### config.mk
export PLATFORM = sky130hd
export DESIGN_NAME = srm_subrate_port_mux
export DESIGN_NICKNAME = d
export VERILOG_FILES = /design/src/design/srm_pkg.sv /design/src/design/srm_port_leads.sv /design/src/design/srm_subrate_port_mux.sv
export SDC_FILE = /design/constraint.sdc
export NUM_CORES = 2
export LEC_CHECK = 0
export BUFFER_PORTS_ARGS = -buffer_cell sky130_fd_sc_hd__buf_2
export CAP_MARGIN = 20
export CORE_MARGIN = 3
export CORE_UTILIZATION = 40
export CTS_CLUSTER_SIZE = 30
export DETAILED_ROUTE_END_ITERATION = 12
export PLACE_DENSITY = 0.62
export SLEW_MARGIN = 20
export SYNTH_ARGS = -nofsm -noshare
export SYNTH_HDL_FRONTEND = slang
export SYNTH_HIERARCHICAL = 1
export SYNTH_SLANG_ARGS = --single-unit
### constraint.sdc
create_clock -name ref_clk -period 6.62 [get_ports ref_clk]
set_input_delay 1.324 -clock ref_clk [delete_from_list [all_inputs] [get_ports ref_clk]]
set_output_delay 1.324 -clock ref_clk [all_outputs]
set_load 0.02 [all_outputs]
### src/design/srm_pkg.sv
// Shared constants and types for the sub-rate port configuration block
package srm_pkg;

    // ****************************************
    // Sizes and clock
    // ****************************************
    localparam int NUM_PORTS = 10;
    localparam int NUM_LINKS = 8;
    localparam int NUM_SEGS = 20;
    localparam int ADDR_W = 8;
    localparam int CNT_W = 24;
    localparam int CLK_KHZ = 100000;

    // ****************************************
    // Clear-to-send delays
    // ****************************************
    localparam int CTS_DLY_A_MS = 30;
    localparam int CTS_DLY_B_MS = 60;
    localparam int CTS_DLY_C_MS = 100;
    localparam int CTS_DLY_A_CYC = CTS_DLY_A_MS * CLK_KHZ;
    localparam int CTS_DLY_B_CYC = CTS_DLY_B_MS * CLK_KHZ;
    localparam int CTS_DLY_C_CYC = CTS_DLY_C_MS * CLK_KHZ;

    // ****************************************
    // Register offsets
    // ****************************************
    localparam logic [7:0] CFG_A_BASE = 8'h00;
    localparam logic [7:0] CFG_B_BASE = 8'h40;
    localparam logic [7:0] STAT_BASE = 8'h80;
    localparam logic [7:0] LINK_CFG = 8'hc0;
    localparam logic [7:0] LINK_STAT = 8'hc4;

    // ****************************************
    // Configuration word A fields
    // ****************************************
    localparam int A_W = 23;
    localparam int A_ACT = 0;
    localparam int A_WAN_LSB = 1;
    localparam int A_TS_LSB = 4;
    localparam int A_FRAME_LSB = 9;
    localparam int A_RATE_LSB = 12;
    localparam int A_POS_LSB = 16;
    localparam int A_PORT_INTERFACE_TYPE_LSB = 21;
    localparam logic [22:0] A_RESET = 23'h010010;

    // ****************************************
    // Configuration word B fields
    // ****************************************
    localparam int B_W = 14;
    localparam int B_DATA_LSB = 0;
    localparam int B_STOP = 2;
    localparam int B_PAR_LSB = 3;
    localparam int B_CTS_LSB = 6;
    localparam int B_MEC_LSB = 10;
    localparam int B_DLOPT = 13;
    localparam logic [13:0] B_RESET = 14'h0000;
    localparam int B_NA_BIT = 31;
    localparam logic [4:0] PAR_MAX = 5'h04;
    localparam logic [2:0] MEC_MAX = 3'h6;

    // ****************************************
    // Status word fields
    // ****************************************
    localparam int S_ACT = 0;
    localparam int S_LINK = 1;
    localparam int S_CTS = 2;
    localparam int S_RLSD = 3;
    localparam int S_FMT_NA = 4;
    localparam int S_ENG_LSB = 5;
    localparam int S_SEG_LSB = 10;
    localparam logic [4:0] ENGINE_KBPS = 5'h18;

    // ****************************************
    // Enumerations
    // ****************************************
    typedef enum logic [2:0] {
        FR_A = 3'h0, FR_B5 = 3'h1, FR_B10 = 3'h2, FR_B20 = 3'h3,
        FR_X50 = 3'h4, FR_ADPCM = 3'h5, FR_HLINK = 3'h6, FR_NLINK = 3'h7
    } srm_frame_t;

    typedef enum logic [3:0] {
        RT_0_3 = 4'h0, RT_1_2 = 4'h1, RT_2_4 = 4'h2, RT_4_8 = 4'h3, RT_9_6 = 4'h4,
        RT_14_4 = 4'h5, RT_19_2 = 4'h6, RT_28_8 = 4'h7, RT_38_4 = 4'h8
    } srm_rate_t;

    typedef enum logic [1:0] {
        IF_ASYN = 2'h0, IF_SYNC = 2'h1, IF_V14 = 2'h2
    } srm_port_interface_type_t;

    typedef enum logic [3:0] {
        CM_PERM = 4'h0, CM_L0 = 4'h1, CM_L30 = 4'h2, CM_L60 = 4'h3, CM_L100 = 4'h4,
        CM_RL0 = 4'h5, CM_RL30 = 4'h6, CM_RL60 = 4'h7, CM_REMOTE_LOCAL_100MS = 4'h8,
        CM_OFF = 4'h9
    } srm_cts_mode_t;

    typedef enum logic [1:0] {
        LS_IDLE = 2'b00, LS_WAIT = 2'b01, LS_ON = 2'b11
    } srm_lead_state_t;

endpackage

### src/design/srm_port_leads.sv
// Modem control lead logic for one port
`timescale 1ns/1ps

module srm_port_leads #(
    parameter logic [23:0] DLY_A_CYC = 24'd3000000,
    parameter logic [23:0] DLY_B_CYC = 24'd6000000,
    parameter logic [23:0] DLY_C_CYC = 24'd10000000
) (
    input wire logic ref_clk,
    input wire logic arst_n,
    input wire logic port_active,
    input wire logic link_up,
    input wire logic [3:0] cts_mode,
    input wire logic rts,
    input wire logic remote_rts,
    output logic cts,
    output logic rlsd,
    output logic remote_rlsd
);

    typedef struct packed {
        srm_pkg::srm_lead_state_t st;
        logic [23:0] cnt;
        logic cts;
        logic rlsd;
        logic rrlsd;
    } srm_lead_reg_t;

    srm_lead_reg_t st_ff;
    srm_lead_reg_t nxt_st;
    logic [23:0] dly;
    logic rl_mode;
    logic timed;
    logic req;

    // ****************************************
    // Lead sequencing
    // ****************************************
    always_comb begin
        nxt_st = st_ff;
        rl_mode = cts_mode >= srm_pkg::CM_RL0 && cts_mode <= srm_pkg::CM_REMOTE_LOCAL_100MS;
        timed = cts_mode >= srm_pkg::CM_L0 && cts_mode <= srm_pkg::CM_REMOTE_LOCAL_100MS;
        case (cts_mode)
            srm_pkg::CM_L30, srm_pkg::CM_RL30: dly = DLY_A_CYC; // [RQ18]
            srm_pkg::CM_L60, srm_pkg::CM_RL60: dly = DLY_B_CYC; // [RQ18]
            srm_pkg::CM_L100, srm_pkg::CM_REMOTE_LOCAL_100MS: dly = DLY_C_CYC; // [RQ18]
            default: dly = 24'h000000;
        endcase
        // Standby drops the request at once
        req = port_active && timed && rts; // [RQ3]
        case (st_ff.st)
            srm_pkg::LS_IDLE: begin
                if (req && dly == 24'h000000) begin
                    nxt_st.st = srm_pkg::LS_ON;
                end else if (req) begin
                    nxt_st.st = srm_pkg::LS_WAIT;
                    nxt_st.cnt = dly - 24'h000001;
                end
            end
            srm_pkg::LS_WAIT: begin
                if (!req) begin
                    nxt_st.st = srm_pkg::LS_IDLE;
                end else if (st_ff.cnt == 24'h000000) begin
                    nxt_st.st = srm_pkg::LS_ON;
                end else begin
                    nxt_st.cnt = st_ff.cnt - 24'h000001;
                end
            end
            srm_pkg::LS_ON: begin
                if (!req) begin
                    nxt_st.st = srm_pkg::LS_IDLE;
                end
            end
            default: nxt_st.st = srm_pkg::LS_IDLE;
        endcase
        case (cts_mode)
            srm_pkg::CM_PERM: nxt_st.cts = port_active; // [RQ14] [RQ3]
            srm_pkg::CM_OFF: nxt_st.cts = 1'b0; // [RQ14]
            default: nxt_st.cts = nxt_st.st == srm_pkg::LS_ON; // [RQ14] [RQ18]
        endcase
        nxt_st.rlsd = port_active && link_up && (rl_mode ? remote_rts : 1'b1); // [RQ2]
        nxt_st.rrlsd = port_active && (rl_mode ? rts : 1'b1); // [RQ18]
    end

    always_ff @(posedge ref_clk or negedge arst_n) begin
        if (!arst_n) begin
            st_ff <= '{st: srm_pkg::LS_IDLE, cnt: 24'h000000, default: 1'b0};
        end else begin
            st_ff <= nxt_st;
        end
    end

    assign cts = st_ff.cts;
    assign rlsd = st_ff.rlsd;
    assign remote_rlsd = st_ff.rrlsd;

endmodule // srm_port_leads

### src/design/srm_subrate_port_mux.sv
// Ten-port sub-rate multiplexer configuration, APB register file and lead control
//
// Notes on behaviour
// [RQ1] Ten ports, each with its own full set of settings.
// [RQ2] Receive detect high or remote RTS when active; low in standby or link down.
// [RQ3] Clear-to-send follows its mode when active; low in standby; standby default.
// [RQ4] Time slot accepted 1-24 on T1 links, 1-31 on E1 links.
// [RQ5] Slot 16 refused on E1 links carrying slot-16 signalling.
// [RQ6] A WAN time slot splits into at most 20 segments of 2.4 kbps.
// [RQ7] Framing caps positions at 1, 5, 10 or 20; single-slot framing default.
// [RQ8] Only twenty-slot framing lets ports of other cards share a slot.
// [RQ9] Speech-engine framing takes a 24 kbps share of the engine.
// [RQ10] Rate from 0.3 to 38.4 kbps in listed steps; 0.3 default.
// [RQ11] Sync ports refuse 0.3, 1.2, 14.4 except 14.4 on engine/link framings.
// [RQ12] Async format: 8/7/6/5 data, 1/2 stop, five parities; 8,1,none default.
// [RQ13] Sync ports report character format as not applicable; it does nothing.
// [RQ14] Clear-to-send mode: permanent, off, local or remote-local with delays.
// [RQ15] Majority correction off or on with threshold 1e-3 to 1e-7 or none.
// [RQ16] Ports map independently to any link and non-contiguous slots.
// [RQ17] Configuring party keeps one slot number from two links off one card.
// [RQ18] Local delays immediate, 30, 60, 100 ms; remote-local drives remote detect.
// [RQ19] Five-slot framing: rates above 9.6 take contiguous positions.
// [RQ20] International framing: 9.6 at n,n+5,n+10,n+15; 4.8 at n,n+10; 2.4 at n.
// [RQ21] Settings held per port and loaded with defaults at bring-up.
//
// Decided for this implementation: the APB interface to the registers and the register addresses.
`timescale 1ns/1ps

module srm_subrate_port_mux #(
    parameter logic [23:0] CTS_DLY_A_CYC = 24'(srm_pkg::CTS_DLY_A_CYC),
    parameter logic [23:0] CTS_DLY_B_CYC = 24'(srm_pkg::CTS_DLY_B_CYC),
    parameter logic [23:0] CTS_DLY_C_CYC = 24'(srm_pkg::CTS_DLY_C_CYC)
) (
    input wire logic ref_clk,
    input wire logic arst_n,
    input wire logic psel,
    input wire logic penable,
    input wire logic pwrite,
    input wire logic [7:0] paddr,
    input wire logic [31:0] pwdata,
    output logic [31:0] prdata,
    output logic pready,
    output logic pslverr,
    input wire logic [9:0] term_rts,
    input wire logic [9:0] remote_rts,
    input wire logic [7:0] wan_link_up,
    output logic [9:0] term_cts,
    output logic [9:0] term_rlsd,
    output logic [9:0] remote_rlsd,
    output logic [9:0] port_active,
    output logic [9:0] slot_shareable,
    output logic [9:0][19:0] port_seg_mask
);

    localparam int NP = srm_pkg::NUM_PORTS;
    localparam int NL = srm_pkg::NUM_LINKS;

    typedef struct packed {
        logic [NP-1:0][srm_pkg::A_W-1:0] cfg_a;
        logic [NP-1:0][srm_pkg::B_W-1:0] cfg_b;
        logic [NL-1:0] e1;
        logic [NL-1:0] sig16;
        logic [NP-1:0] rts_m;
        logic [NP-1:0] rts_s;
        logic [NP-1:0] rrts_m;
        logic [NP-1:0] rrts_s;
        logic [NL-1:0] lnk_m;
        logic [NL-1:0] lnk_s;
        logic pready;
        logic [31:0] prdata;
        logic pslverr;
        logic [NP-1:0] share;
        logic [NP-1:0][19:0] segs;
    } srm_top_reg_t;

    srm_top_reg_t st_ff;
    srm_top_reg_t nxt_st;
    logic [NP-1:0] cts_w;
    logic [NP-1:0] rlsd_w;
    logic [NP-1:0] port_link_up;

    // ****************************************
    // Field helpers
    // ****************************************
    function automatic logic [4:0] ts_of(input logic [22:0] a);
        return a[srm_pkg::A_TS_LSB +: 5];
    endfunction

    function automatic logic [2:0] frame_of(input logic [22:0] a);
        return a[srm_pkg::A_FRAME_LSB +: 3];
    endfunction

    function automatic logic [3:0] rate_of(input logic [22:0] a);
        return a[srm_pkg::A_RATE_LSB +: 4];
    endfunction

    function automatic logic [4:0] pos_of(input logic [22:0] a);
        return a[srm_pkg::A_POS_LSB +: 5];
    endfunction

    function automatic logic is_sync(input logic [22:0] a);
        return a[srm_pkg::A_PORT_INTERFACE_TYPE_LSB +: 2] == srm_pkg::IF_SYNC;
    endfunction

    // Positions a five-slot circuit spans
    function automatic logic [4:0] b5_span(input logic [3:0] rate);
        case (rate)
            srm_pkg::RT_14_4, srm_pkg::RT_19_2: return 5'h02; // [RQ19]
            srm_pkg::RT_28_8: return 5'h03; // [RQ19]
            srm_pkg::RT_38_4: return 5'h04; // [RQ19]
            default: return 5'h01;
        endcase
    endfunction

    // Segments occupied inside the WAN slot
    function automatic logic [19:0] seg_mask(input logic [22:0] a);
        logic [19:0] m;
        int p;
        m = 20'h00000;
        p = int'(pos_of(a)) - 1;
        if (p >= 0 && p < srm_pkg::NUM_SEGS) begin // [RQ6]
            case (frame_of(a))
                srm_pkg::FR_A: m[0] = 1'b1;
                srm_pkg::FR_B5: begin
                    for (int i = 0; i < 4; i++) begin
                        if (i < int'(b5_span(rate_of(a))) && p + i < 5) begin
                            m[p + i] = 1'b1; // [RQ19]
                        end
                    end
                end
                srm_pkg::FR_B10, srm_pkg::FR_B20: m[p] = 1'b1;
                srm_pkg::FR_X50: begin
                    for (int i = 0; i < 4; i++) begin
                        if (p + 5 * i < srm_pkg::NUM_SEGS &&
                            (rate_of(a) == srm_pkg::RT_9_6 ||
                             (rate_of(a) == srm_pkg::RT_4_8 && i[0] == 1'b0) ||
                             i == 0)) begin
                            m[p + 5 * i] = 1'b1; // [RQ20]
                        end
                    end
                end
                default: m = 20'h00000;
            endcase
        end
        return m;
    endfunction

    // Legality of word A apart from slot collisions
    function automatic logic a_ok(input logic [22:0] a, input logic e1, input logic sig16);
        logic ts_ok;
        logic rate_ok;
        logic pos_ok;
        logic [4:0] ts;
        logic [4:0] pos;
        logic [2:0] fr;
        logic [3:0] rt;
        ts = ts_of(a);
        pos = pos_of(a);
        fr = frame_of(a);
        rt = rate_of(a);
        ts_ok = ts != 5'h00 && (e1 ? ts <= 5'h1f : ts <= 5'h18); // [RQ4]
        if (e1 && sig16 && ts == 5'h10) begin
            ts_ok = 1'b0; // [RQ5]
        end
        rate_ok = rt <= srm_pkg::RT_38_4; // [RQ10]
        if (is_sync(a) && (rt == srm_pkg::RT_0_3 || rt == srm_pkg::RT_1_2 ||
            (rt == srm_pkg::RT_14_4 && fr < srm_pkg::FR_ADPCM))) begin
            rate_ok = 1'b0; // [RQ11]
        end
        case (fr)
            srm_pkg::FR_A: pos_ok = pos == 5'h01; // [RQ7]
            srm_pkg::FR_B5: pos_ok = pos != 5'h00 && pos <= 5'h06 - b5_span(rt); // [RQ7] [RQ19]
            srm_pkg::FR_B10: pos_ok = pos != 5'h00 && pos <= 5'h0a; // [RQ7]
            srm_pkg::FR_B20: pos_ok = pos != 5'h00 && pos <= 5'h14; // [RQ7]
            srm_pkg::FR_X50: begin
                case (rt)
                    srm_pkg::RT_2_4: pos_ok = pos != 5'h00 && pos <= 5'h14; // [RQ20]
                    srm_pkg::RT_4_8: pos_ok = pos != 5'h00 && pos <= 5'h0a; // [RQ20]
                    srm_pkg::RT_9_6: pos_ok = pos != 5'h00 && pos <= 5'h05; // [RQ20]
                    default: pos_ok = 1'b0;
                endcase
            end
            default: pos_ok = 1'b1;
        endcase
        return ts_ok && rate_ok && pos_ok && a[srm_pkg::A_PORT_INTERFACE_TYPE_LSB +: 2] != 2'h3;
    endfunction

    function automatic logic b_ok(input logic [13:0] b);
        return {2'h0, b[srm_pkg::B_PAR_LSB +: 3]} <= srm_pkg::PAR_MAX && // [RQ12]
            b[srm_pkg::B_CTS_LSB +: 4] <= srm_pkg::CM_OFF && // [RQ14]
            b[srm_pkg::B_MEC_LSB +: 3] <= srm_pkg::MEC_MAX; // [RQ15]
    endfunction

    // ****************************************
    // APB slave and configuration storage
    // ****************************************
    always_comb begin
        logic [3:0] idx;
        logic [22:0] na;
        logic [2:0] wan;
        logic hit;
        logic err;
        logic [31:0] rd;
        idx = paddr[5:2];
        na = pwdata[srm_pkg::A_W-1:0];
        wan = na[srm_pkg::A_WAN_LSB +: 3];
        hit = 1'b0;
        err = 1'b0;
        rd = 32'h00000000;
        nxt_st = st_ff;
        nxt_st.rts_m = term_rts;
        nxt_st.rts_s = st_ff.rts_m;
        nxt_st.rrts_m = remote_rts;
        nxt_st.rrts_s = st_ff.rrts_m;
        nxt_st.lnk_m = wan_link_up;
        nxt_st.lnk_s = st_ff.lnk_m;
        for (int p = 0; p < NP; p++) begin
            nxt_st.segs[p] = seg_mask(st_ff.cfg_a[p]);
            nxt_st.share[p] = frame_of(st_ff.cfg_a[p]) == srm_pkg::FR_B20; // [RQ8]
        end
        if (psel && !penable) begin
            nxt_st.pready = 1'b1;
            if (paddr[1:0] == 2'b00 && paddr[7:6] != 2'b11 && idx < 4'(NP)) begin
                case (paddr[7:6])
                    2'b00: begin
                        hit = 1'b1;
                        rd = {9'h000, st_ff.cfg_a[idx]};
                        if (pwrite) begin
                            err = !a_ok(na, st_ff.e1[wan], st_ff.sig16[wan]);
                            // Active ports on one link and slot must not collide
                            for (int p = 0; p < NP; p++) begin
                                if (4'(p) != idx && na[srm_pkg::A_ACT] &&
                                    st_ff.cfg_a[p][srm_pkg::A_ACT] &&
                                    st_ff.cfg_a[p][srm_pkg::A_WAN_LSB +: 3] == wan &&
                                    ts_of(st_ff.cfg_a[p]) == ts_of(na) &&
                                    (seg_mask(st_ff.cfg_a[p]) & seg_mask(na)) != 20'h00000) begin
                                    err = 1'b1; // [RQ16]
                                end
                            end
                        end
                    end
                    2'b01: begin
                        hit = 1'b1;
                        if (is_sync(st_ff.cfg_a[idx])) begin
                            rd[srm_pkg::B_NA_BIT] = 1'b1; // [RQ13]
                            rd[srm_pkg::B_CTS_LSB +: 8] = st_ff.cfg_b[idx][srm_pkg::B_CTS_LSB +: 8];
                        end else begin
                            rd[srm_pkg::B_W-1:0] = st_ff.cfg_b[idx]; // [RQ12]
                        end
                        err = pwrite && !b_ok(pwdata[srm_pkg::B_W-1:0]);
                    end
                    2'b10: begin
                        hit = !pwrite;
                        rd[srm_pkg::S_ACT] = st_ff.cfg_a[idx][srm_pkg::A_ACT];
                        rd[srm_pkg::S_LINK] = port_link_up[idx];
                        rd[srm_pkg::S_CTS] = cts_w[idx];
                        rd[srm_pkg::S_RLSD] = rlsd_w[idx];
                        rd[srm_pkg::S_FMT_NA] = is_sync(st_ff.cfg_a[idx]); // [RQ13]
                        if (frame_of(st_ff.cfg_a[idx]) == srm_pkg::FR_ADPCM) begin
                            rd[srm_pkg::S_ENG_LSB +: 5] = srm_pkg::ENGINE_KBPS; // [RQ9]
                        end
                        rd[srm_pkg::S_SEG_LSB +: 20] = st_ff.segs[idx];
                    end
                    default: hit = 1'b0;
                endcase
            end else if (paddr == srm_pkg::LINK_CFG) begin
                hit = 1'b1;
                rd = {16'h0000, st_ff.sig16, st_ff.e1};
            end else if (paddr == srm_pkg::LINK_STAT) begin
                hit = !pwrite;
                rd = {24'h000000, st_ff.lnk_s};
            end
            nxt_st.pslverr = !hit || err;
            nxt_st.prdata = (pwrite || !hit) ? 32'h00000000 : rd;
        end else if (psel && penable && st_ff.pready) begin
            nxt_st.pready = 1'b0;
            nxt_st.pslverr = 1'b0;
            if (pwrite && !st_ff.pslverr) begin
                case (paddr[7:6])
                    2'b00: nxt_st.cfg_a[idx] = na; // [RQ1] [RQ16]
                    2'b01: nxt_st.cfg_b[idx] = pwdata[srm_pkg::B_W-1:0]; // [RQ1]
                    default: begin
                        nxt_st.e1 = pwdata[7:0];
                        nxt_st.sig16 = pwdata[15:8];
                    end
                endcase
            end
        end
    end

    always_ff @(posedge ref_clk or negedge arst_n) begin
        if (!arst_n) begin
            st_ff <= '0;
            for (int p = 0; p < NP; p++) begin
                st_ff.cfg_a[p] <= srm_pkg::A_RESET; // [RQ21] [RQ3]
                st_ff.cfg_b[p] <= srm_pkg::B_RESET; // [RQ21]
                st_ff.segs[p] <= 20'h00001;
            end
        end else begin
            st_ff <= nxt_st;
        end
    end

    // ****************************************
    // Per-port modem leads
    // ****************************************
    for (genvar g = 0; g < NP; g++) begin : g_port
        assign port_link_up[g] = st_ff.lnk_s[st_ff.cfg_a[g][srm_pkg::A_WAN_LSB +: 3]];
        srm_port_leads #(
            .DLY_A_CYC(CTS_DLY_A_CYC),
            .DLY_B_CYC(CTS_DLY_B_CYC),
            .DLY_C_CYC(CTS_DLY_C_CYC)
        ) u_leads (
            .ref_clk(ref_clk),
            .arst_n(arst_n),
            .port_active(st_ff.cfg_a[g][srm_pkg::A_ACT]),
            .link_up(port_link_up[g]),
            .cts_mode(st_ff.cfg_b[g][srm_pkg::B_CTS_LSB +: 4]),
            .rts(st_ff.rts_s[g]),
            .remote_rts(st_ff.rrts_s[g]),
            .cts(cts_w[g]),
            .rlsd(rlsd_w[g]),
            .remote_rlsd(remote_rlsd[g])
        );
        assign port_active[g] = st_ff.cfg_a[g][srm_pkg::A_ACT];
    end

    assign term_cts = cts_w;
    assign term_rlsd = rlsd_w;
    assign prdata = st_ff.prdata;
    assign pready = st_ff.pready;
    assign pslverr = st_ff.pslverr;
    assign slot_shareable = st_ff.share;
    assign port_seg_mask = st_ff.segs;

endmodule // srm_subrate_port_mux

==> tab_implementation.tex <==
\begin{tabular}{lr}
\hline
Metric & Value \\
\hline
\multicolumn{2}{l}{\textbf{Route}} \\
\quad Post-detailed-route wirelength per cell & 31.93 um \\
\quad Antenna-violating nets left & 0 \\
\quad DRC violation count after routing & 0 \\
\quad First-pass iteration count of the detailed router & 9 \\
\quad Count of vias placed by the detailed router & around 80000 \\
\quad Average via count per standard cell & 6.929 \\
\quad Total detailed-routing wirelength & roughly 370000 um \\
\quad Initial drt markers & around 11000 \\
\multicolumn{2}{l}{\textbf{Die}} \\
\quad Die H & roughly 450 um \\
\quad Site row count & $\sim$160 \\
\quad Overall die width & 447.9 um \\
\quad Initial Utilization & between 40\% and 50\% \\
\quad Area enclosed by the die boundary & approximately 0.20 sq mm \\
\quad Core Footprint & approximately 0.19 sq mm \\
\quad Number of top-level design ports & roughly 360 \\
\multicolumn{2}{l}{\textbf{Global routing}} \\
\quad Total gr overflow & 0 \\
\quad Pin count of the biggest net entering global routing & 165 \\
\quad Global-route wire length before repair & $\sim$530000 um \\
\quad Via count of the first global-routing pass & approximately 74000 \\
\quad Number of antenna violations at the first check in global routing & 43 \\
\quad Global-route usage over all layers & 35.54\% \\
\multicolumn{2}{l}{\textbf{Clocking}} \\
\quad CTS H-tree depth & 3 \\
\quad Worst-skew pair later-pin latency & 800 ps \\
\quad Clock root cell & sky130\_fd\_sc\_hd\_\_clkbuf\_16 \\
\quad Number of buffers added for setup after CTS & 0 \\
\quad Buffer depth of the longest clock path & 3 \\
\quad Number of resized instances in the post-cts repair step & 0 \\
\quad Number of CTS-inserted buffers & 116 \\
\quad Post-CTS clock slew at the launch and capture registers of the worst setup and hold paths & approximately 70 ps \\
\quad Clock sink total & just under 1000 \\
\quad Clock tree from TritonCTS & yes \\
\quad Hold-fix buffers, CTS & 0 \\
\multicolumn{2}{l}{\textbf{Timing}} \\
\quad Highest achievable clock rate & approximately 160 MHz \\
\quad Share of the clock period used by the worst path after layout & 95.59\% \\
\quad Final Worst Setup Slack & approximately 290 ps \\
\quad Final setup violation count & 0 \\
\quad Setup clock skew after layout & around 42 ps \\
\quad Shortest period the worst path allows & roughly 6300 ps \\
\quad Setup repair after global routing missed its margin & false \\
\quad Headroom to the max-slew limit & 17.14\% \\
\quad Pin slew with the least headroom to its limit & roughly 1200 ps \\
\quad Setup tns final & 0 ps \\
\quad Final slew viol count & 0 \\
\quad Final number of hold-violating endpoints & 0 \\
\multicolumn{2}{l}{\textbf{Critical path}} \\
\quad Stage delay of the slowest cell on the critical path & between 800 and 900 ps \\
\quad Logic depth of the worst register-to-register path & 18 \\
\quad Cell-by-cell trace of the critical path & buf\_2 -> inv\_1 -> ha\_1 -> xor2\_2 -> inv\_2 -> ha\_1 -> nand2b\_1 -> nand2\_1 -> a2111oi\_0 -> buf\_4 -> a211oi\_1 -> o21ai\_0 -> o211a\_1 -> a31oi\_1 -> a2111oi\_0 -> nand4\_1 -> nor4\_1 -> o221ai\_1 -> nor3\_2 -> a31oi\_1 \\
\quad Startpoint of the worst register-to-register path & st\_ff[473]\$\_DFFE\_PN0P\_ \\
\quad Crit Path Category & in2reg \\
\quad R2R setup slack & 380 ps \\
\quad Critical path capture point & pslverr\$\_DFFE\_PN0P\_ \\
\quad Critical path required time & around 7300 ps \\
\quad Largest driver fanout on the critical path & 10 \\
\quad Data arrival time of the critical path & 6960 ps \\
\quad Endpoint type of the worst setup path & register \\
\quad Launching element type of the critical path & input pin \\
\quad Cell with the largest stage delay on the worst path & sky130\_fd\_sc\_hd\_\_a2111oi\_0 \\
\quad Setup crit start & pwdata[17] \\
\quad Capture point of the worst reg-to-reg path & pslverr\$\_DFFE\_PN0P\_ \\
\multicolumn{2}{l}{\textbf{Cells and area}} \\
\quad Number of cells in the finished layout apart from fillers & around 12000 \\
\quad Commonest cells after routing, fill and taps aside & sky130\_fd\_sc\_hd\_\_dfrtp\_1 (945), sky130\_fd\_sc\_hd\_\_nand2\_1 (791), sky130\_fd\_sc\_hd\_\_nor2\_1 (570) \\
\quad Share of post-route cells with drive strength above 1 & approximately 18\% \\
\quad Util after Layout & between 40\% and 50\% \\
\quad Area of all placed cells without fillers & between 0.08 and 0.09 sq mm \\
\quad Most common cell after layout, fill and taps aside & sky130\_fd\_sc\_hd\_\_dfrtp\_1 \\
\quad Synth-to-layout area growth & 9.600\% \\
\quad Post-layout nets & just over 9000 \\
\multicolumn{2}{l}{\textbf{Power and ir drop}} \\
\quad Seq pwr share & approximately two fifths \\
\quad Share of power burned in the clock network & between 40\% and 50\% \\
\quad Switching portion of total power & 28.96\% \\
\quad IR Drop Worst-Case VDD & about 0.23 mV \\
\quad Net switching component of the power & about 4.4 mW \\
\quad Relative contribution of combinational cells to total power & between 10\% and 20\% \\
\quad Leakage & 35.69 nW \\
\quad Design internal power & 10.73 mW \\
\quad Power density over the cells & about 180 mW/mm\^{}2 \\
\multicolumn{2}{l}{\textbf{Synthesis}} \\
\quad Post-synth net total & 9325 \\
\quad Number of instances in the synthesized netlist & just over 9000 \\
\quad Synth warnings & 6 \\
\quad Share of the synthesized area in the top cell type & 30.28\% \\
\quad Summed instance area of the synthesized netlist & between 0.07 and 0.08 sq mm \\
\quad Flip-flop and latch count after synthesis & between 900 and 1000 \\
\quad Share of the yosys chip area belonging to registers & a little under a third \\
\quad EDFF count, synth & 0 \\
\quad Mapped Avg Cell Area & 8.629 sq um \\
\quad Distinct cell type count of the synthesized netlist & 120 \\
\quad Most frequently used flop master after synthesis & sky130\_fd\_sc\_hd\_\_dfrtp\_1 \\
\quad Leading post-synthesis cells by cell area & sky130\_fd\_sc\_hd\_\_dfrtp\_1 (30\%), sky130\_fd\_sc\_hd\_\_mux2\_2 (4.7\%), sky130\_fd\_sc\_hd\_\_mux4\_2 (4.1\%) \\
\quad Leading area contributor after synthesis & sky130\_fd\_sc\_hd\_\_dfrtp\_1 \\
\quad Async set-or-reset flop fraction in the synthesized netlist & 100.0\% \\
\multicolumn{2}{l}{\textbf{Placed design}} \\
\quad Number of port buffers & around 350 \\
\quad Worst setup timing slack at the placement stage & -148.7 ps \\
\quad Number of placed instances, taps included & 11349 \\
\quad Post-place instance area & 0.08129 sq mm \\
\quad Final GP Congestion & 1.068 \\
\quad HPWL Detailed & roughly 280000 um \\
\multicolumn{2}{l}{\textbf{Job}} \\
\quad Number of max-cap violations & 0 \\
\multicolumn{2}{l}{\textbf{Run status}} \\
\quad Outcome & complete, no violations \\
\multicolumn{2}{l}{\textbf{Hold path}} \\
\quad Path type of the worst min-delay path & reg2reg \\
\hline
\end{tabular}
-- flip-flops by register name, summed over array words and instances (netlist names) --
| name | flops |
|---|---|
| slot_shareable | 10 |
| port_seg_mask | 200 |
| g_port.u_leads/remote_rlsd | 10 |
| g_port.u_leads/rlsd | 10 |
| port_active | 10 |
| g_port.u_leads/cts | 10 |
| g_port.u_leads/st_ff | 260 |
| pslverr | 1 |
| nxt_st | 28 |
| pready | 1 |
| st_ff | 404 |
| prdata | 31 |
-- through the flow --
| stage | power, mW | hold WS, ps |
|---|---|---|
| 2_1_floorplan | 7.348 | 331.2 |
| 3_3_place_gp | 8.125 | 333.5 |
| 3_5_place_dp | 8.128 | 337.0 |
| 4_1_cts | 15.15 | 345.5 |
| 5_1_grt | 15.58 | 345.4 |
| 6_report | 15.11 | 342.4 |
-- per-layer routing --
| layer | up-vias | global-route usage, % | wire length (um) |
|---|---|---|---|
| met5 | - | 0 | 107 |
| met4 | 16 | 21.59 | 26550 |
| met3 | 948 | 6.789 | 34780 |
| met2 | 4773 | 53.73 | 162100 |
| met1 | 40372 | 47.03 | 146700 |
| li1 | 34242 | - | - |
-- Yosys cell counts (44+ instances only) --
library cell                  n
sky130_fd_sc_hd__o211ai_1    93
sky130_fd_sc_hd__and2_1      99
sky130_fd_sc_hd__a22o_1     112
sky130_fd_sc_hd__or2_2       78
sky130_fd_sc_hd__or4_1       61
sky130_fd_sc_hd__nand4_1    103
sky130_fd_sc_hd__or3_1       89
sky130_fd_sc_hd__o22ai_1     78
sky130_fd_sc_hd__nand2_1    792
sky130_fd_sc_hd__mux4_2     143
sky130_fd_sc_hd__nor2b_1    120
sky130_fd_sc_hd__mux2_2     323
sky130_fd_sc_hd__nand3_1    408
sky130_fd_sc_hd__nor4_1     169
sky130_fd_sc_hd__a32oi_1     65
sky130_fd_sc_hd__o31ai_1    188
sky130_fd_sc_hd__nor3_1     336
sky130_fd_sc_hd__nor2_1     573
sky130_fd_sc_hd__buf_2       63
sky130_fd_sc_hd__inv_1      210
sky130_fd_sc_hd__a221oi_1    72
sky130_fd_sc_hd__buf_4      259
sky130_fd_sc_hd__clkbuf_1   496
sky130_fd_sc_hd__xnor2_1    107
sky130_fd_sc_hd__a211oi_1    70
sky130_fd_sc_hd__nor3b_1     69
sky130_fd_sc_hd__a22oi_1     63
sky130_fd_sc_hd__buf_1       62
sky130_fd_sc_hd__o21ai_0    475
sky130_fd_sc_hd__dfrtp_1    945
sky130_fd_sc_hd__a32o_1      44
sky130_fd_sc_hd__nand2b_1   127
sky130_fd_sc_hd__a21oi_1    370
sky130_fd_sc_hd__ha_1       202
sky130_fd_sc_hd__o2bb2ai_1   51
sky130_fd_sc_hd__and3_1      68
sky130_fd_sc_hd__a31oi_1    319
sky130_fd_sc_hd__xor2_1      80
-- kinds of logic after synthesis --
family	after synthesis	share of synthesized area (%)
adder cells (fa/ha/maj)	202	3.236
other	1	0.004802
XOR/XNOR	196	2.341
AO/OA/AOI/OAI	2702	24.56
AND/OR/NAND/NOR	3339	22.31
buffers and inverters	1132	7.005
flip-flops	975	31.29
multiplexers	503	9.256
-- cell type report --
cell class / instances / area [sq um]
diodes: 27 / 67.56
clock buffers: 152 / 3238
clock inverters: 68 / 952.2
fillers: 19041 / 107800
inverters: 221 / 829.5
multi-input cells: 6943 / 48500
flip-flops and latches: 975 / 24440
well taps: 2526 / 3161
repair buffers: 685 / 4408
-- how the worst min path moves through the flow --
| stage | endpoint | slack (ps) | start | cells after the start |
|---|---|---|---|---|
| global route | st_ff[262]$_DFF_PN0_ | 350 | nxt_st[262]$_DFF_PN0_ | 0 |
| global placement | st_ff[283]$_DFF_PN0_ | 330 | nxt_st[283]$_DFF_PN0_ | 0 |
| floorplan | st_ff[244]$_DFF_PN0_ | 330 | nxt_st[244]$_DFF_PN0_ | 0 |
| CTS | st_ff[262]$_DFF_PN0_ | 350 | nxt_st[262]$_DFF_PN0_ | 0 |
| finish | st_ff[262]$_DFF_PN0_ | 340 | nxt_st[262]$_DFF_PN0_ | 0 |
| detailed placement | st_ff[262]$_DFF_PN0_ | 340 | nxt_st[262]$_DFF_PN0_ | 0 |
-- power by group through the flow --
stage / Sequential, mW / Combinational (mW) / Clock, mW
2_1_floorplan: 6.21 / 1.14 / 0
3_3_place_gp: 6.26 / 1.87 / 0
3_5_place_dp: 6.26 / 1.87 / 0
4_1_cts: 6.16 / 1.87 / 7.12
5_1_grt: 6.16 / 2.04 / 7.38
6_report: 6.16 / 1.93 / 7.02
-- worst max-delay path, delay by kind of cell --
family	cells	cell delay, ps
adders and majority gates	2	570
buffers and inverters	4	810
AOI/OAI and AO/OA	8	2510
xor gates and xnor gates	1	260
and+or+nand+nor	5	1480
(Power assumes the default switching activity.)
